<file path="src/hw/reset_bank_consts.svh">
// Register offsets, field positions, masks and reset values of the peripheral soft reset bank.
`ifndef RESET_BANK_CONSTS_SVH
`define RESET_BANK_CONSTS_SVH

`define ADDR_W               12
`define OFS_FAST_RST         12'h00c
`define OFS_SLOW_RST         12'h010
`define OFS_CLK_EN           12'h014
`define OFS_RSVD_STATUS      12'h040

`define RESET_FAST_RST       32'h0000_0000
`define RESET_SLOW_RST       32'h0000_0000
`define RESET_CLK_EN         32'h0000_0014
`define ZERO_WORD            32'h0000_0000

`define MASK_FAST_RST        32'h0007_5a01
`define MASK_SLOW_RST        32'h7062_4913
`define MASK_CLK_EN          32'h015e_1055

`define BIT_GP_TIMER_SIXTEEN 18
`define BIT_GP_TIMER_FIFTEEN 17
`define BIT_GP_TIMER_FOURTEEN 16
`define BIT_SERIAL_XCVR_A    14
`define BIT_SERIAL_PIF_A     12
`define BIT_ADV_TIMER_ZERO   11
`define BIT_ADC_UNIT         9
`define BIT_SYSCFG_CMP       0

`define BIT_CONSUMER_CTRL    30
`define BIT_DAC_UNIT         29
`define BIT_POWER_CTRL       28
`define BIT_TWO_WIRE_B       22
`define BIT_TWO_WIRE_A       21
`define BIT_SERIAL_XCVR_B    17
`define BIT_SERIAL_PIF_B     14
`define BIT_WINDOW_WATCHDOG  11
`define BIT_BASIC_TIMER_13   8
`define BIT_BASIC_TIMER_5    4
`define BIT_GP_TIMER_TWO     1
`define BIT_GP_TIMER_ONE     0

`define STAT_BIT_FAST        0
`define STAT_BIT_SLOW        1
`define STAT_BIT_CLK         2

`endif

</file>
<file path="src/hw/reset_bank_pkg.sv">
// Types shared by the peripheral soft reset bank.
`default_nettype none
package reset_bank_pkg;

  typedef logic [31:0] word_t;

  typedef enum logic [1:0]
  {
    ST_IDLE   = 2'b01,
    ST_ACCESS = 2'b10
  } apb_state_t;

endpackage
`default_nettype wire

</file>
<file path="src/hw/masked_word_reg.sv">
// One software register with a writable-bit mask and byte-lane writes.
`default_nettype none
module masked_word_reg
  import reset_bank_pkg::*;
#(
  parameter word_t RESET_VALUE = 32'h0000_0000,
  parameter word_t WRITE_MASK  = 32'hffff_ffff
)
(
  input  wire logic         pclk,
  input  wire logic         presetn,
  input  wire logic         write_en,
  input  wire logic [31:0]  wdata,
  input  wire logic [31:0]  lane_mask,
  output logic      [31:0]  value_q
);

  logic [31:0] take;

  // Bits outside the mask never change, so reserved positions keep their reset value.
  assign take = WRITE_MASK & lane_mask;

  always_ff @(posedge pclk or negedge presetn)
  begin
    if (!presetn)
    begin
      value_q <= RESET_VALUE;
    end
    else if (write_en)
    begin
      value_q <= (value_q & ~take) | (wdata & take);
    end
  end

endmodule
`default_nettype wire

</file>
<file path="src/hw/sticky_flag.sv">
// Sticky status bit set by hardware and cleared by software, where a set wins over a clear.
`default_nettype none
module sticky_flag
(
  input  wire logic pclk,
  input  wire logic presetn,
  input  wire logic set_pulse,
  input  wire logic clear_pulse,
  output logic      flag_q
);

  always_ff @(posedge pclk or negedge presetn)
  begin
    if (!presetn)
    begin
      flag_q <= 1'b0;
    end
    else if (set_pulse)
    begin
      flag_q <= 1'b1;
    end
    else if (clear_pulse)
    begin
      flag_q <= 1'b0;
    end
  end

endmodule
`default_nettype wire

</file>
<file path="src/hw/peripheral_soft_reset_bank.sv">
// APB register bank that holds the per-peripheral soft reset lines and the system bus clock enables.
`include "reset_bank_consts.svh"
`default_nettype none
module peripheral_soft_reset_bank
  import reset_bank_pkg::*;
(
  input  wire logic                pclk,
  input  wire logic                presetn,
  input  wire logic                psel,
  input  wire logic                penable,
  input  wire logic                pwrite,
  input  wire logic [`ADDR_W-1:0]  paddr,
  input  wire logic [31:0]         pwdata,
  input  wire logic [3:0]          pstrb,
  output logic      [31:0]         prdata,
  output logic                     pready,
  output logic                     pslverr,
  output logic                     gp_timer_sixteen_reset,
  output logic                     gp_timer_fifteen_reset,
  output logic                     gp_timer_fourteen_reset,
  output logic                     serial_xcvr_a_reset,
  output logic                     serial_periph_if_a_reset,
  output logic                     advanced_timer_zero_reset,
  output logic                     adc_unit_reset,
  output logic                     sysconfig_comparator_reset,
  output logic                     consumer_ctrl_reset,
  output logic                     dac_unit_reset,
  output logic                     power_ctrl_reset,
  output logic                     two_wire_b_reset,
  output logic                     two_wire_a_reset,
  output logic                     serial_xcvr_b_reset,
  output logic                     serial_periph_if_b_reset,
  output logic                     window_watchdog_reset,
  output logic                     basic_timer_thirteen_reset,
  output logic                     basic_timer_five_reset,
  output logic                     gp_timer_two_reset,
  output logic                     gp_timer_one_reset,
  output logic      [31:0]         system_bus_clock_enable
);

  import reset_bank_pkg::*;

  apb_state_t        state_q;
  apb_state_t        state_d;
  logic              hit_fast;
  logic              hit_slow;
  logic              hit_clk;
  logic              hit_stat;
  logic              addr_ok;
  logic              sel_fast_q;
  logic              sel_slow_q;
  logic              sel_clk_q;
  logic              sel_stat_q;
  logic              err_q;
  logic              setup_phase;
  logic              access_done;
  logic              write_commit;
  logic [31:0]       lane_mask;
  logic [31:0]       read_word;
  logic [31:0]       prdata_q;
  logic              pready_q;
  logic              pslverr_q;
  word_t             fast_rst_q;
  word_t             slow_rst_q;
  word_t             clk_en_q;
  logic              rsvd_fast_q;
  logic              rsvd_slow_q;
  logic              rsvd_clk_q;
  logic              set_rsvd_fast;
  logic              set_rsvd_slow;
  logic              set_rsvd_clk;
  logic              clr_rsvd_fast;
  logic              clr_rsvd_slow;
  logic              clr_rsvd_clk;
  logic [31:0]       status_word;

  // Address decode for the setup cycle; only word-aligned addresses are mapped.
  assign addr_ok  = (paddr[1:0] == 2'h0);
  assign hit_fast = addr_ok && (paddr == `OFS_FAST_RST);
  assign hit_slow = addr_ok && (paddr == `OFS_SLOW_RST);
  assign hit_clk  = addr_ok && (paddr == `OFS_CLK_EN);
  assign hit_stat = addr_ok && (paddr == `OFS_RSVD_STATUS);

  assign setup_phase = psel && !penable && (state_q == ST_IDLE);
  assign access_done = psel && penable && pready_q && (state_q == ST_ACCESS);

  // An erroring transfer must leave every register untouched.
  assign write_commit = access_done && pwrite && !err_q;

  always_comb
  begin
    lane_mask = {{8{pstrb[3]}}, {8{pstrb[2]}}, {8{pstrb[1]}}, {8{pstrb[0]}}};
  end

  always_comb
  begin
    state_d = state_q;
    case (state_q)
      ST_IDLE:
      begin
        if (setup_phase)
        begin
          state_d = ST_ACCESS;
        end
      end
      ST_ACCESS:
      begin
        if (access_done || !psel)
        begin
          state_d = ST_IDLE;
        end
      end
      default:
      begin
        state_d = ST_IDLE;
      end
    endcase
  end

  always_ff @(posedge pclk or negedge presetn)
  begin
    if (!presetn)
    begin
      state_q <= ST_IDLE;
    end
    else
    begin
      state_q <= state_d;
    end
  end

  // The decode is latched in setup so the access phase does not depend on a late address.
  always_ff @(posedge pclk or negedge presetn)
  begin
    if (!presetn)
    begin
      sel_fast_q <= 1'b0;
      sel_slow_q <= 1'b0;
      sel_clk_q  <= 1'b0;
      sel_stat_q <= 1'b0;
      err_q      <= 1'b0;
    end
    else if (setup_phase)
    begin
      sel_fast_q <= hit_fast;
      sel_slow_q <= hit_slow;
      sel_clk_q  <= hit_clk;
      sel_stat_q <= hit_stat;
      err_q      <= !(hit_fast || hit_slow || hit_clk || hit_stat);
    end
  end

  assign status_word = {29'h0000_0000, rsvd_clk_q, rsvd_slow_q, rsvd_fast_q};

  always_comb
  begin
    read_word = `ZERO_WORD;
    if (hit_fast)
    begin
      read_word = fast_rst_q;
    end
    else if (hit_slow)
    begin
      read_word = slow_rst_q;
    end
    else if (hit_clk)
    begin
      read_word = clk_en_q;
    end
    else if (hit_stat)
    begin
      read_word = status_word;
    end
  end

  // Zero wait states: pready rises in the first access cycle. Read data is captured in setup.
  always_ff @(posedge pclk or negedge presetn)
  begin
    if (!presetn)
    begin
      pready_q  <= 1'b0;
      pslverr_q <= 1'b0;
      prdata_q  <= `ZERO_WORD;
    end
    else if (setup_phase)
    begin
      pready_q  <= 1'b1;
      pslverr_q <= !(hit_fast || hit_slow || hit_clk || hit_stat);
      prdata_q  <= pwrite ? `ZERO_WORD : read_word;
    end
    else if (access_done || !psel)
    begin
      pready_q  <= 1'b0;
      pslverr_q <= 1'b0;
      prdata_q  <= `ZERO_WORD;
    end
  end

  assign prdata  = prdata_q;
  assign pready  = pready_q;
  assign pslverr = pslverr_q;

  masked_word_reg #(
    .RESET_VALUE (`RESET_FAST_RST),
    .WRITE_MASK  (`MASK_FAST_RST)
  ) u_fast_rst (
    .pclk      (pclk),
    .presetn   (presetn),
    .write_en  (write_commit && sel_fast_q),
    .wdata     (pwdata),
    .lane_mask (lane_mask),
    .value_q   (fast_rst_q)
  );

  masked_word_reg #(
    .RESET_VALUE (`RESET_SLOW_RST),
    .WRITE_MASK  (`MASK_SLOW_RST)
  ) u_slow_rst (
    .pclk      (pclk),
    .presetn   (presetn),
    .write_en  (write_commit && sel_slow_q),
    .wdata     (pwdata),
    .lane_mask (lane_mask),
    .value_q   (slow_rst_q)
  );

  masked_word_reg #(
    .RESET_VALUE (`RESET_CLK_EN),
    .WRITE_MASK  (`MASK_CLK_EN)
  ) u_clk_en (
    .pclk      (pclk),
    .presetn   (presetn),
    .write_en  (write_commit && sel_clk_q),
    .wdata     (pwdata),
    .lane_mask (lane_mask),
    .value_q   (clk_en_q)
  );

  // Ones written to reserved positions are dropped; a sticky flag records the misuse for software.
  assign set_rsvd_fast = write_commit && sel_fast_q && |(pwdata & lane_mask & ~`MASK_FAST_RST);
  assign set_rsvd_slow = write_commit && sel_slow_q && |(pwdata & lane_mask & ~`MASK_SLOW_RST);
  assign set_rsvd_clk  = write_commit && sel_clk_q && |(pwdata & lane_mask & ~`MASK_CLK_EN);

  assign clr_rsvd_fast = write_commit && sel_stat_q && pstrb[0] && pwdata[`STAT_BIT_FAST];
  assign clr_rsvd_slow = write_commit && sel_stat_q && pstrb[0] && pwdata[`STAT_BIT_SLOW];
  assign clr_rsvd_clk  = write_commit && sel_stat_q && pstrb[0] && pwdata[`STAT_BIT_CLK];

  sticky_flag u_rsvd_fast (
    .pclk        (pclk),
    .presetn     (presetn),
    .set_pulse   (set_rsvd_fast),
    .clear_pulse (clr_rsvd_fast),
    .flag_q      (rsvd_fast_q)
  );

  sticky_flag u_rsvd_slow (
    .pclk        (pclk),
    .presetn     (presetn),
    .set_pulse   (set_rsvd_slow),
    .clear_pulse (clr_rsvd_slow),
    .flag_q      (rsvd_slow_q)
  );

  sticky_flag u_rsvd_clk (
    .pclk        (pclk),
    .presetn     (presetn),
    .set_pulse   (set_rsvd_clk),
    .clear_pulse (clr_rsvd_clk),
    .flag_q      (rsvd_clk_q)
  );

  // Reset lines are the register flops themselves, so a peripheral is held for as long as its bit is one.
  assign gp_timer_sixteen_reset     = fast_rst_q[`BIT_GP_TIMER_SIXTEEN];
  assign gp_timer_fifteen_reset     = fast_rst_q[`BIT_GP_TIMER_FIFTEEN];
  assign gp_timer_fourteen_reset    = fast_rst_q[`BIT_GP_TIMER_FOURTEEN];
  assign serial_xcvr_a_reset        = fast_rst_q[`BIT_SERIAL_XCVR_A];
  assign serial_periph_if_a_reset   = fast_rst_q[`BIT_SERIAL_PIF_A];
  assign advanced_timer_zero_reset  = fast_rst_q[`BIT_ADV_TIMER_ZERO];
  assign adc_unit_reset             = fast_rst_q[`BIT_ADC_UNIT];
  assign sysconfig_comparator_reset = fast_rst_q[`BIT_SYSCFG_CMP];

  assign consumer_ctrl_reset        = slow_rst_q[`BIT_CONSUMER_CTRL];
  assign dac_unit_reset             = slow_rst_q[`BIT_DAC_UNIT];
  assign power_ctrl_reset           = slow_rst_q[`BIT_POWER_CTRL];
  assign two_wire_b_reset           = slow_rst_q[`BIT_TWO_WIRE_B];
  assign two_wire_a_reset           = slow_rst_q[`BIT_TWO_WIRE_A];
  assign serial_xcvr_b_reset        = slow_rst_q[`BIT_SERIAL_XCVR_B];
  assign serial_periph_if_b_reset   = slow_rst_q[`BIT_SERIAL_PIF_B];
  assign window_watchdog_reset      = slow_rst_q[`BIT_WINDOW_WATCHDOG];
  assign basic_timer_thirteen_reset = slow_rst_q[`BIT_BASIC_TIMER_13];
  assign basic_timer_five_reset     = slow_rst_q[`BIT_BASIC_TIMER_5];
  assign gp_timer_two_reset         = slow_rst_q[`BIT_GP_TIMER_TWO];
  assign gp_timer_one_reset         = slow_rst_q[`BIT_GP_TIMER_ONE];

  assign system_bus_clock_enable    = clk_en_q;

endmodule
`default_nettype wire

</file>
<file path="config.mk">
export PLATFORM = sky130hd
export DESIGN_NAME = peripheral_soft_reset_bank
export DESIGN_NICKNAME = d
export VERILOG_FILES = /design/src/hw/reset_bank_pkg.sv /design/src/hw/masked_word_reg.sv /design/src/hw/sticky_flag.sv /design/src/hw/peripheral_soft_reset_bank.sv
export VERILOG_INCLUDE_DIRS = /design/src /design/src/hw
export SDC_FILE = /design/constraint.sdc
export NUM_CORES = 1
export LEC_CHECK = 0
export BUFFER_PORTS_ARGS = -buffer_cell sky130_fd_sc_hd__buf_4
export CAP_MARGIN = 30
export CORE_MARGIN = 4
export CORE_UTILIZATION = 49
export CTS_BUF_LIST = sky130_fd_sc_hd__clkbuf_4 sky130_fd_sc_hd__clkbuf_8
export DETAILED_ROUTE_END_ITERATION = 8
export PLACE_DENSITY = 0.85
export REMOVE_ABC_BUFFERS = 1
export SETUP_SLACK_MARGIN = 0.3
export SLEW_MARGIN = 5
export SYNTH_ARGS = -nofsm -noshare
export SYNTH_HDL_FRONTEND = slang
export SYNTH_SLANG_ARGS = --single-unit
</file>
<file path="constraint.sdc">
create_clock -name pclk -period 2.05 [get_ports pclk]
set_input_delay 0.1025 -clock pclk [delete_from_list [all_inputs] [get_ports pclk]]
set_output_delay 0.1025 -clock pclk [all_outputs]
set_load 0.03 [all_outputs]
</file>
======== Word-level counts from Yosys, hierarchy flattened ========
Cells that the tools add are included.
word-level totals
  logic and storage cells ................. 94
  memories kept ........................... 0
  flip-flop bits (word level) ............. 140
  bits of input ports ..................... 53
  bits in writable memories ............... 0
  ROM bits ................................ 0
  output and inout bits ................... 86
  latch bits .............................. 0
cells by class
  $add $sub $neg .......................... 0
  multiplexer cells ....................... 19
  shift-type cells ........................ 0
  reduce and logical (&&, ||, !) cells .... 39
  div/mod/pow operators ................... 0
  equal/unequal tests ..................... 8
  bitwise logic cells ..................... 13
  multipliers ............................. 0
  magnitude comparators ................... 0
operators with widths
  operator                                                          number
  32-bit 2-to-1 mux                                                 6
  32-bit AND                                                        4
  32-bit OR                                                         3
  32-bit by 19-bit AND with 32-bit output                           1
  32-bit by 25-bit AND with 32-bit output                           1
  32-bit by 31-bit AND with 32-bit output                           1
  19-bit NOT with 32-bit output                                     1
  25-bit NOT with 32-bit output                                     1
  31-bit NOT with 32-bit output                                     1
  12-bit by 5-bit == test with 1-bit output, second input constant  2
  24-bit OR reduction                                               1
  1-bit logical AND                                                 22
  21-bit OR reduction                                               1
  20-bit OR reduction                                               1
  12-bit by 4-bit == test with 1-bit output, second input constant  1
  12-bit by 7-bit == test with 1-bit output, second input constant  1
  1-bit 2-to-1 mux                                                  9
  2-bit nonzero test                                                4
  1-bit logical NOT                                                 4
  1-bit logical OR                                                  4
  2-bit 2-to-1 mux                                                  2
  2-bit case mux with 2 select lines                                1
  3-bit 2-to-1 mux                                                  1
  2-bit by 1-bit == test with 1-bit output, second input constant   1
  other kinds (5)                                                   5

======== Longest topological paths before layout ========
Gate-level depths: netlist (run 1).
  depth in word-level cells ............... 10
  mapped depth ............................ 6
  mapped depth without buffers ............ 4

======== By module ========
Synthesis (run 1) repeated with hierarchy kept, for this count alone.
second synthesis, totals
  cells, all modules ...................... 471
  area, all modules ....................... 4,468.0 µm²
modules (own cells, without submodules)
  module                        times used  cells each  area an instance (µm²)
  peripheral_soft_reset_bank    1           298         2,477.4
  masked_word_reg (u_slow_rst)  1           58          683.2
  masked_word_reg (u_clk_en)    1           56          653.1
  masked_word_reg (u_fast_rst)  1           50          545.5
  sticky_flag                   3           3           36.3

======== Worst setup path before layout (run 1) ========
Ideal clock, no wire load.
  kind .................................... register to register
  from .................................... register pready_q (netlist: pready)
  to ...................................... register (tool-made name)
  arrival ................................. 1.623 ns
  clock period less this slack ............ 1.747 ns
  cell stages (with the launch flop) ...... 6
  required time ........................... 1.925 ns
  setup time .............................. 0.125 ns
  slack ................................... 0.303 ns
  cell sequence ........................... dfrtp_1 > nand4b_1 > nor2_1 > buf_2 > nand3_1 > mux2_2
RTL lines
  item                    line                               text
  start, declared         peripheral_soft_reset_bank.sv:61   logic pready_q;
  start signal, assigned  peripheral_soft_reset_bank.sv:181  pready_q <= 1'b0;
  start signal, assigned  peripheral_soft_reset_bank.sv:187  pready_q <= 1'b1;
  start signal, assigned  peripheral_soft_reset_bank.sv:193  pready_q <= 1'b0;

======== Worst setup path after layout (run 1) ========
  from .................................... register state_q[0]
  to ...................................... register prdata_q[17] (netlist: prdata[17])
on the way
  word-level cells in the longest chain between the ends .. 4
ends and longest elaborated chain
  item                                 line                               text
  start, declared                      peripheral_soft_reset_bank.sv:43   apb_state_t state_q;
  start signal, assigned               peripheral_soft_reset_bank.sv:128  state_q <= state_d;
  2-bit == test                        peripheral_soft_reset_bank.sv:85   assign access_done = psel && penable && pready_q && (state_q == ST_ACCESS);
  1-bit logical AND                    peripheral_soft_reset_bank.sv:85
  1-bit logical OR                     peripheral_soft_reset_bank.sv:191  else if (access_done || !psel)
  2-bit nonzero test (no source line)  -
  end signal, assigned                 peripheral_soft_reset_bank.sv:183  prdata_q <= `ZERO_WORD;
  end signal, assigned                 peripheral_soft_reset_bank.sv:189  prdata_q <= pwrite ? `ZERO_WORD : read_word;
  end signal, assigned                 peripheral_soft_reset_bank.sv:195  prdata_q <= `ZERO_WORD;
  end, declared                        peripheral_soft_reset_bank.sv:60   logic [31:0] prdata_q;
Parallel ways exist; a longest one is shown, timed or not.
A chain may end at the register's enable or synchronous reset.

==> results.py, run 1 <==
metrics = {
    "floorplanning": {
        "ioPinCount": 139,
        "rows": 28,
        "start_util_pct": 51.1,
        "dieArea_um2": 7620,
        "fp.dieW_um": 87.3,
        "die_y_um": 87.3,
        "core_um2": 6030,
    },
    "global_routing": {
        "grt_use_total_pct": 22.3,
        "antenna_found_initial": 0,
        "grt_max_degree": 65,
        "grt_pass1_wl_um": 12900,
        "grt_pass1_vias": 2563,
        "overflow": 0,
    },
    "final_layout": {
        "fin_util_pct": 67.4,
        "final_cell_mix": "111 x buf_4, 61 x dfrtp_1, 32 x mux2_2, 32 x conb_1",
        "drive_gt1_share_pct": 42.6,
        "nets": 440,
        "fillCellCount": 497,
        "layout_commonest_cell": "buf_4",
        "diodes": 0,
        "area_growth_syn_to_layout_pct": 31.7,
    },
    "synthesis": {
        "synth_cells": 273,
        "synth_area_um2": 3080,
        "synth_ff_type": "dfrtp_1",
        "synth_edf_count": 0,
        "ys_warn_count": 0,
        "synth_seq_area_share_pct": 52.1,
        "ys_ff_latch": 64,
        "synth.distinct_cells": 39,
        "avgSynthCellArea_um2": 11.3,
        "synthArstFlopShare_pct": 100,
    },
    "pwr": {
        "switching_share_pct": 25.5,
        "ir_drop_mv": 0.433,
        "clockPowerShare_pct": 38.8,
        "intPower_mw": 1.94,
        "power_frac_seq_pct": 49.4,
        "switching_power_mw": 0.663,
        "power_leakage_nw": 2.04,
        "total_power_mw": 2.60,
        "power_frac_comb_pct": 11.8,
        "powerDensity_nw_per_um2": 640,
    },
    "critical_path": {
        "r2r_end": "prdata[17]",
        "r2r_setup_slack_ps": 350,
        "crit_arrival_ps": 1920,
        "cp.required_ps": 2280,
        "cp_max_fo": 7,
        "end_kind": "flip-flop",
        "critical_path.startpoint_type": "flip-flop",
        "worstSetupPathType": "flip-flop to flip-flop",
        "r2r-start": "state_q[0]",
        "r2r_cells": 4,
    },
    "routing": {
        "vias": 2612,
        "wire_per_inst_um": 18.1,
        "first_pass_iters": 4,
        "drtAntennaViolNets": 0,
        "drt_iter0_drc": 190,
        "wl_um": 8450,
        "viasPerCell": 5.59,
        "drc": 0,
    },
    "clock_network": {
        "cts_tree": "done",
        "path_clk_slew_ps": 70,
        "cts_buffers": 9,
        "root_buffer": "clkbuf_8",
        "clk_latency_ps": 320,
        "clock_path_buffers": 2,
        "htree_levels": 3,
        "clock-sinks": 64,
        "postCtsSetupBuffers": 0,
    },
    "place": {
        "dp_slack_ps": 163,
        "place_hpwl_um": 6340,
        "gp_congestion": 0.839,
        "port_buffers": 106,
    },
    "flow_run": {
        "maxCapViolCount": 0,
    },
    "timing": {
        "grt_setup_unrepaired": "yes",
        "maxSlewHeadroom_pct": 46.1,
        "setup_viol": 0,
        "max_freq_mhz": 589,
        "worstMarginPinSlew_ps": 809,
        "skew_ps": 9.22,
        "fin_crit_sh_pct": 82.8,
        "fin_crit_ps": 1700,
        "fin_ws_ps": 354,
        "tns_ps": 0,
        "hold_viol_final": 0,
        "slew_violations": 0,
    },
    "worst_hold_path": {
        "min_from": "pwdata[29]",
        "holdPathStages": 2,
        "hold_path_class": "input port to flip-flop",
    },
    "outcome": {
        "status": "finished, final reports clean",
    },
}
==> how the worst max path moves through the flow <==
stage                          start            endpoint  slack [ps]  cells after the start
after CTS                 state_q[0]           flip-flop         350                      5
after global placement    pwdata[27]  u_rsvd_fast.flag_q         230                      5
after floorplan               pready           flip-flop          80                      4
after detailed placement  pwdata[27]   u_rsvd_clk.flag_q         160                      5
final                     state_q[0]          prdata[17]         350                      4
after global routing      state_q[0]          prdata[17]         280                      4
==> power by group through the flow <==
stage / sequential [mW] / clock [mW] / combinational [mW]
detailed placement: 1.31 / 0 / 0.304
global placement: 1.31 / 0 / 0.299
CTS: 1.28 / 1.02 / 0.306
floorplan: 1.31 / 0 / 0.134
global route: 1.28 / 1.09 / 0.335
finish: 1.28 / 1.01 / 0.307
==> area by class of cell <==
type / instances / area (um^2) / share of cell area (%)
multi-input combinational: 197 / 1320 / 32.5
clock inverter: 1 / 5.00 / 0.123
clock buffer: 15 / 181 / 4.47
tap: 75 / 93.8 / 2.31
sequential: 64 / 1610 / 39.5
inverter: 3 / 11.3 / 0.277
timing repair buffer: 112 / 843 / 20.8
==> cells in the mapped netlist, drive strengths merged, types with 5 or more instances <==
cell type,instances,share of area [%]
a22o,7,2.0
a22oi,8,1.9
a32o,10,3.2
buf,33,8.0
clkbuf,7,0.85
dfrtp,61,50
mux2,32,12
nand2,22,2.7
nand3,13,2.1
nand4,7,1.4
nor2,5,0.61
o21ai,22,3.6
==> worst max-delay path, cell delays in order, from the launching register on <==
cell and delay, ps:
dfstp_2 550, nand4bb_1 120, or2_2 330, or2_1 360
o21ai_0 250
==> routing by layer <==
metal  track usage [%]  share of wire [%]
met2              35.4                 47
met5                 0                  0
met4              8.23                1.8
met1              28.5                 40
met3              7.10                 11
==> logic make-up after synthesis <==
| family | after synthesis | synth area share (%) |
|---|---|---|
| buf+inv | 43 | 9.18 |
| flops | 64 | 52.1 |
| compound gates | 60 | 14.1 |
| mux | 33 | 12.0 |
| other cells | 1 | 0.122 |
| simple gates | 72 | 12.5 |
==> stage by stage <==
stage	cell area (um^2)	cells	hold WS, ps
floorplan	2930	264	-193
global placement	3850	450	233
detailed placement	3850	450	243
CTS	4050	467	12.1
global route	4060	467	1.01
finish	4060	467	24.2
==> repair_timing <==
item	CTS	global route
setup endpoints to repair	2	8
endpoints found under the hold margin	61	0
hold buffers	1	0
resized for setup	1	2
Note: power is estimated with default switching activity, not from simulation.
==> run 2: changes to the inputs <==
--- a/config.mk
+++ b/config.mk
@@ -6,13 +6,14 @@
 export SDC_FILE = /design/constraint.sdc
 export NUM_CORES = 1
 export LEC_CHECK = 0
+export ABC_AREA = 1
 export BUFFER_PORTS_ARGS = -buffer_cell sky130_fd_sc_hd__buf_4
 export CAP_MARGIN = 30
 export CORE_MARGIN = 4
-export CORE_UTILIZATION = 49
+export CORE_UTILIZATION = 45
 export CTS_BUF_LIST = sky130_fd_sc_hd__clkbuf_4 sky130_fd_sc_hd__clkbuf_8
 export DETAILED_ROUTE_END_ITERATION = 8
-export PLACE_DENSITY = 0.85
+export PLACE_DENSITY = 0.81
 export REMOVE_ABC_BUFFERS = 1
 export SETUP_SLACK_MARGIN = 0.3
 export SLEW_MARGIN = 5
==> constraint.sdc (replaced) <==
create_clock -name pclk -period 1.5 [get_ports pclk]
set_input_delay 0.075 -clock pclk [delete_from_list [all_inputs] [get_ports pclk]]
set_output_delay 0.075 -clock pclk [all_outputs]
set_load 0.03 [all_outputs]
==> run 2 against run 1 <==
The flow now finishes with violations (negative setup slack). Utilization increased by 5.4 points. Via count grew 29%. Sequential power increased by 38%. Register-to-register slack got worse by 410 ps. Combinational power increased by 99%. Critical path depth grew 4. Critical endpoint is now prdata[4]. First-iteration DRC count grew 39%. Maximum frequency up 9.2%. Critical path type unchanged. Sequential share of layout area down 7.8 points. Largest cell class is now multi-input gates. Final area grew 24%. Count of clock-buffer cells in the layout down 1.
==> results.py, run 2 <==
metrics = {
    "final_layout": {
        "fin_util_pct": 72.8,
        "diodes": 0,
        "nets": 625,
        "final-seq-area_um2": 1610,
        "layout_commonest_cell": "buf_4",
        "area_growth_syn_to_layout_pct": 53.6,
        "multi_input_area_um2": 1770,
        "final_cell_mix": "115 x buf_4, 106 x nand2_1, 61 x dfrtp_1, 39 x inv_1, 32 x conb_1",
        "fillCellCount": 514,
        "drive_gt1_share_pct": 41.0,
    },
    "synthesis": {
        "synth_cells": 424,
        "synth_top_family_by_area": "simple AND/OR/NAND/NOR gates",
        "synth_fa_ha_area_share_pct": 0,
        "synthArstFlopShare_pct": 100,
        "synth_seq_area_share_pct": 48.8,
        "synthSimpleGateAreaFrac_pct": 30.0,
        "avgSynthCellArea_um2": 7.76,
        "synthTopCellsByArea": "dfrtp_1 46%, nand2_1 17%, buf_4 7.5%",
        "ys_top_cells_by_count": "147 x nand2_1, 61 x dfrtp_1, 41 x inv_1",
        "synth.distinct_cells": 27,
        "synth_compound_area_share_pct": 7.99,
        "synth_edf_count": 0,
        "synthMuxAreaShare_pct": 0,
        "ys_ff_latch": 64,
        "yosysMostFrequentCell": "nand2_1",
        "synth_ff_type": "dfrtp_1",
        "yosysTopAreaCell": "dfrtp_1",
        "synth_area_um2": 3290,
        "ys_warn_count": 0,
        "netlist.area_leader.share_pct": 46.4,
        "synth_xor_area_share_pct": 0,
    },
    "timing": {
        "hold_ws_ps": 8.24,
        "fin_ws_ps": -53.5,
        "slew_violations": 0,
        "fin_crit_sh_pct": 104,
        "skew_ps": 8.14,
        "grt_setup_unrepaired": "yes",
        "fin_crit_ps": 1550,
        "hold_viol_final": 0,
        "setup_viol": 24,
        "max_freq_mhz": 644,
    },
    "critical_path": {
        "slowest_stage": "dfstp_2",
        "crit_arrival_ps": 1830,
        "path_cells": "buf_6, nand3_4, buf_6, nor2_4, inv_2, nor2_4, nand2_1, nand3_1",
        "cp.required_ps": 1770,
        "end_kind": "flip-flop",
        "cp_max_fo": 8,
        "r2r-start": "state_q[0]",
        "r2r_end": "prdata[4]",
        "critical_path.startpoint_type": "flip-flop",
        "r2r_cells": 8,
        "cp_num_buf_inv": 3,
        "worstSetupPathType": "flip-flop to flip-flop",
        "r2r_setup_slack_ps": -50,
        "path_delay_family": "simple AND/OR/NAND/NOR gates",
        "slowest_delay_ps": 550,
    },
    "outcome": {
        "status": "finished with violations",
        "failed_checks": "negative setup slack",
    },
    "routing": {
        "vias": 3360,
        "wl_met1_um": 4120,
        "wl_um": 10800,
        "met2_length_um": 5670,
        "drt_iter0_drc": 265,
        "top_layer": "met4",
        "drtAntennaViolNets": 0,
        "drc": 0,
        "wire_per_inst_um": 16.1,
        "wl_met3_um": 857,
        "viasPerCell": 5.00,
        "first_pass_iters": 5,
    },
    "clock_network": {
        "clk_latency_ps": 340,
        "cts_buffers": 9,
        "root_buffer": "clkbuf_8",
        "clock_path_buffers": 2,
        "clock-sinks": 64,
        "path_clk_slew_ps": 60,
        "cts_tree": "done",
        "htree_levels": 3,
    },
    "floorplanning": {
        "fp.dieW_um": 93.5,
        "core_um2": 6940,
        "ioPinCount": 139,
        "dieArea_um2": 8740,
        "rows": 30,
        "start_util_pct": 47.4,
        "die_y_um": 93.5,
    },
    "pwr": {
        "power_frac_seq_pct": 47.5,
        "power_frac_comb_pct": 16.4,
        "intPower_mw": 2.69,
        "ir_drop_mv": 0.514,
        "power_leakage_nw": 2.75,
        "switching_power_mw": 1.03,
        "switching_share_pct": 27.8,
        "powerDensity_nw_per_um2": 737,
        "clockPowerShare_pct": 36.1,
    },
    "worst_hold_path": {
        "min_from": "pwdata[12]",
        "hold_path_class": "input port to flip-flop",
        "holdPathStages": 3,
    },
    "flow_run": {
        "maxCapViolCount": 0,
    },
    "global_routing": {
        "antenna_found_initial": 0,
        "grt_pass1_wl_um": 16300,
        "grt_max_degree": 30,
        "overflow": 0,
        "grt_pass1_vias": 3350,
        "grt_use_total_pct": 24.2,
    },
    "place": {
        "gp_congestion": 0.921,
        "place_hpwl_um": 7260,
        "port_buffers": 106,
    },
}
[run 2: changes by cell type after synthesis, sizes merged, moves of 8 or more]
cell,change
inv,+39
mux2,-32
o21ai,+17
nor2,+27
a22oi,-8
a32o,-10
nand3,+20
nand2,+133
[run 2: kinds of logic after synthesis]
kind of cell | after synthesis
DFF | 64
and+or+nand+nor | 229
AOI/OAI and AO/OA | 49
buffers and inverters | 81
other | 1
[run 2: repair_timing]
| action | CTS | global route |
|---|---|---|
| hold buffers | 9 | 0 |
| cloned | 2 | 0 |
| pin swaps | 21 | 24 |
| hold endpoints to repair | 58 | 0 |
| endpoints found under the setup margin | 59 | 64 |
| resized for setup | 60 | 62 |
| buffers inserted | 13 | 4 |
[run 2: layout make-up]
| class | instances | area share (%) |
|---|---|---|
| clock buffer | 14 | 3.32 |
| clock inverter | 1 | 0.0990 |
| inverter | 42 | 3.17 |
| multi-input combinational | 311 | 35.0 |
| sequential | 64 | 31.8 |
| tap | 96 | 2.38 |
| timing repair buffer | 144 | 24.3 |
[run 2: layer usage]
layer,vias to the layer above,GRT usage (%)
met2,164,41.0
met1,1600,30.1
met3,19,7.00
met4,0,6.72
met5,-,0
li1,1577,-
[run 2: through the flow]
step                      setup WS (ps)  power [mW]  setup TNS, ps  instance area, um^2  std cells
after detailed placement           -325        2.26          -9310                 4140        629
after CTS                         -29.5        3.68           -247                 4800        668
after global placement             -263        2.24          -6020                 4140        629
final                             -53.5        3.72           -529                 5050        672
after global routing               -124        3.84          -3550                 5050        672
after floorplan                   -51.0        2.02           -723                 3130        416
[run 2: worst reg2reg max path: cells and delay by family (launching register included)]
kind          cells  cell delay, ps
buf+inv           3             320
simple gates      5             620
flops             1             550
[run 2: power by group through the flow]
stage	clock (mW)	sequential (mW)	combinational [mW]
detailed placement	0	1.79	0.460
global route	1.42	1.77	0.660
finish	1.34	1.77	0.612
global placement	0	1.79	0.450
floorplan	0	1.81	0.215
CTS	1.34	1.77	0.574
[run 2: how the worst max path moves through the flow]
stage / start / to / slack, ps / depth (start not counted)
floorplan: state_q[0] / prdata[22] / -50 / 6
global placement: state_q[0] / prdata[20] / -260 / 5
detailed placement: state_q[0] / prdata[6] / -330 / 5
CTS: state_q[0] / flip-flop / -30 / 9
global route: state_q[0] / prdata[12] / -120 / 8
finish: state_q[0] / prdata[4] / -50 / 8
==> run 3: changes to the inputs <==
--- a/config.mk
+++ b/config.mk
@@ -9,11 +9,13 @@
 export ABC_AREA = 1
 export BUFFER_PORTS_ARGS = -buffer_cell sky130_fd_sc_hd__buf_4
 export CAP_MARGIN = 30
+export CELL_PAD_IN_SITES_DETAIL_PLACEMENT = 0
+export CELL_PAD_IN_SITES_GLOBAL_PLACEMENT = 2
 export CORE_MARGIN = 4
-export CORE_UTILIZATION = 45
+export CORE_UTILIZATION = 24
 export CTS_BUF_LIST = sky130_fd_sc_hd__clkbuf_4 sky130_fd_sc_hd__clkbuf_8
 export DETAILED_ROUTE_END_ITERATION = 8
-export PLACE_DENSITY = 0.81
+export PLACE_DENSITY = 0.8
 export REMOVE_ABC_BUFFERS = 1
 export SETUP_SLACK_MARGIN = 0.3
 export SLEW_MARGIN = 5
==> run 3 against run 2 <==
The flow still finishes with violations (negative setup slack). First-iteration DRC count fell by 58%. Total power fell by 0.79%. Die area increased by 79%. Critical path type unchanged. Highest routed layer unchanged.
==> results.py, run 3 (synthesized netlist as in run 2, its figures left out) <==
metrics = {
    "global_routing": {
        "grt_pass1_vias": 3277,
        "overflow": 0,
        "grt_max_degree": 27,
        "antenna_found_initial": 0,
        "grt_use_total_pct": 14.0,
        "grt_pass1_wl_um": 17500,
    },
    "routing": {
        "top_layer": "met4",
        "first_pass_iters": 4,
        "drtAntennaViolNets": 0,
        "wl_met3_um": 623,
        "wl_met1_um": 5080,
        "wl_um": 11500,
        "drc": 0,
        "drt_iter0_drc": 112,
        "met2_length_um": 5580,
        "wire_per_inst_um": 14.9,
        "viasPerCell": 4.22,
        "vias": 3254,
    },
    "timing": {
        "fin_ws_ps": -54.4,
        "hold_ws_ps": 12.0,
        "fin_crit_ps": 1550,
        "setup_viol": 11,
        "skew_ps": 4.69,
        "grt_setup_unrepaired": "yes",
        "hold_viol_final": 0,
        "fin_crit_sh_pct": 104,
        "max_freq_mhz": 643,
        "tns_ps": -258,
        "slew_violations": 0,
    },
    "place": {
        "port_buffers": 106,
        "gp_congestion": 0.817,
        "place_hpwl_um": 8410,
    },
    "clock_network": {
        "clk_latency_ps": 340,
        "cts_tree": "done",
        "root_buffer": "clkbuf_8",
        "cts_buffers": 9,
        "htree_levels": 3,
        "clock_path_buffers": 2,
        "path_clk_slew_ps": 70,
        "clock-sinks": 64,
    },
    "outcome": {
        "failed_checks": "negative setup slack",
        "status": "finished with violations",
    },
    "final_layout": {
        "fillCellCount": 1372,
        "area_growth_syn_to_layout_pct": 63.1,
        "nets": 644,
        "drive_gt1_share_pct": 41.7,
        "diodes": 0,
        "final_cell_mix": "124 x buf_4, 108 x nand2_1, 61 x dfrtp_1, 38 x inv_1, 32 x conb_1",
        "layout_commonest_cell": "buf_4",
    },
    "pwr": {
        "power_frac_comb_pct": 17.1,
        "switching_power_mw": 1.08,
        "powerDensity_nw_per_um2": 688,
        "ir_drop_mv": 0.291,
        "switching_share_pct": 29.1,
        "power_frac_seq_pct": 47.8,
        "power_leakage_nw": 2.86,
        "intPower_mw": 2.62,
        "clockPowerShare_pct": 35.1,
    },
    "critical_path": {
        "slowest_stage": "dfstp_2",
        "critical_path.startpoint_type": "flip-flop",
        "cp_max_fo": 6,
        "cp_num_buf_inv": 4,
        "worstSetupPathType": "flip-flop to flip-flop",
        "path_delay_family": "flip-flops",
        "cp.required_ps": 1780,
        "crit_arrival_ps": 1840,
        "slowest_delay_ps": 550,
        "path_cells": "buf_6, nand3_4, buf_6, nor2_4, inv_2, nor2_4, buf_12, a22o_1",
        "end_kind": "flip-flop",
    },
    "floorplanning": {
        "die_y_um": 125,
        "start_util_pct": 24.6,
        "core_um2": 13300,
        "dieArea_um2": 15600,
        "fp.dieW_um": 125,
        "ioPinCount": 139,
        "rows": 42,
    },
    "worst_hold_path": {
        "hold_path_class": "input port to flip-flop",
    },
    "flow_run": {
        "maxCapViolCount": 0,
    },
}
## run 3: changes by cell type in the layout (fill, tap and decap cells not counted), moves of 2 or more
cell,delta
nand3_1,-6
buf_12,+3
dlygate4sd3_1,+6
o21ai_1,+7
nand2_1,+2
nand3_2,+5
clkinv_2,+2
clkbuf_4,-2
buf_4,+9
o21ai_2,-7
nand2_8,+2
nand2_4,-4
## run 3: power by group through the flow
stage	Combinational, mW	Sequential (mW)	Clock (mW)
floorplan	0.215	1.81	0
CTS	0.584	1.76	1.34
detailed placement	0.488	1.79	0
finish	0.633	1.76	1.30
global placement	0.483	1.79	0
global route	0.685	1.77	1.41
## run 3: cell type report
cell class              instances  area (um^2)  area share (%)
repair buffers                163         1430            26.6
clock buffers                  11          139            2.59
clock inverters                 4         22.5           0.420
multi-input cells             311         1790            33.4
flip-flops and latches         64         1610            29.9
well taps                     176          220            4.10
inverters                      42          160            2.98
## run 3: stage by stage
stage	total power, mW	util (%)	std cells	worst slack (ps)	area, um^2
3_5_place_dp	2.28	32.6	721	-235	4360
4_1_cts	3.68	38.2	763	-90.4	5100
3_3_place_gp	2.28	32.6	721	-193	4360
2_1_floorplan	2.02	-	416	-51.0	3130
6_report	3.69	40.2	771	-54.4	5370
5_1_grt	3.86	40.2	771	-117	5370
## run 3: what timing repair did
action | CTS | global route
setup endpoints to repair | 59 | 64
gates resized for setup | 76 | 47
hold buffers | 15 | 0
gates cloned | 0 | 2
pin swaps | 20 | 15
hold endpoints to repair | 69 | 0
setup buffers | 12 | 6
## run 3: layer usage
metal	GRT usage, %	vias up
li1	-	1617
met1	17.9	1524
met2	23.4	97
met3	3.75	16
met4	3.83	0
met5	0	-
## run 3: worst register-to-register path, cell delays in order (launching register included)
cell     delay, ps
dfstp_2        550
buf_6          100
nand3_4         70
buf_6          150
nor2_4         110
inv_2           60
nor2_4         170
buf_12         160
a22o_1         120
## run 3: worst paths after layout
check	slack, ps	start	end	cells past startpoint
worst max-delay path	-50	state_q[0]	prdata[20]	8
min in group asynchronous	190	presetn	prdata[21]	2
worst min-delay path	10	pwdata[12]	flip-flop	3
worst min register to register	480	u_rsvd_slow.flag_q	u_rsvd_slow.flag_q	2
worst max register to register	-50	state_q[0]	prdata[20]	8
max in group asynchronous	720	presetn	async pin	3
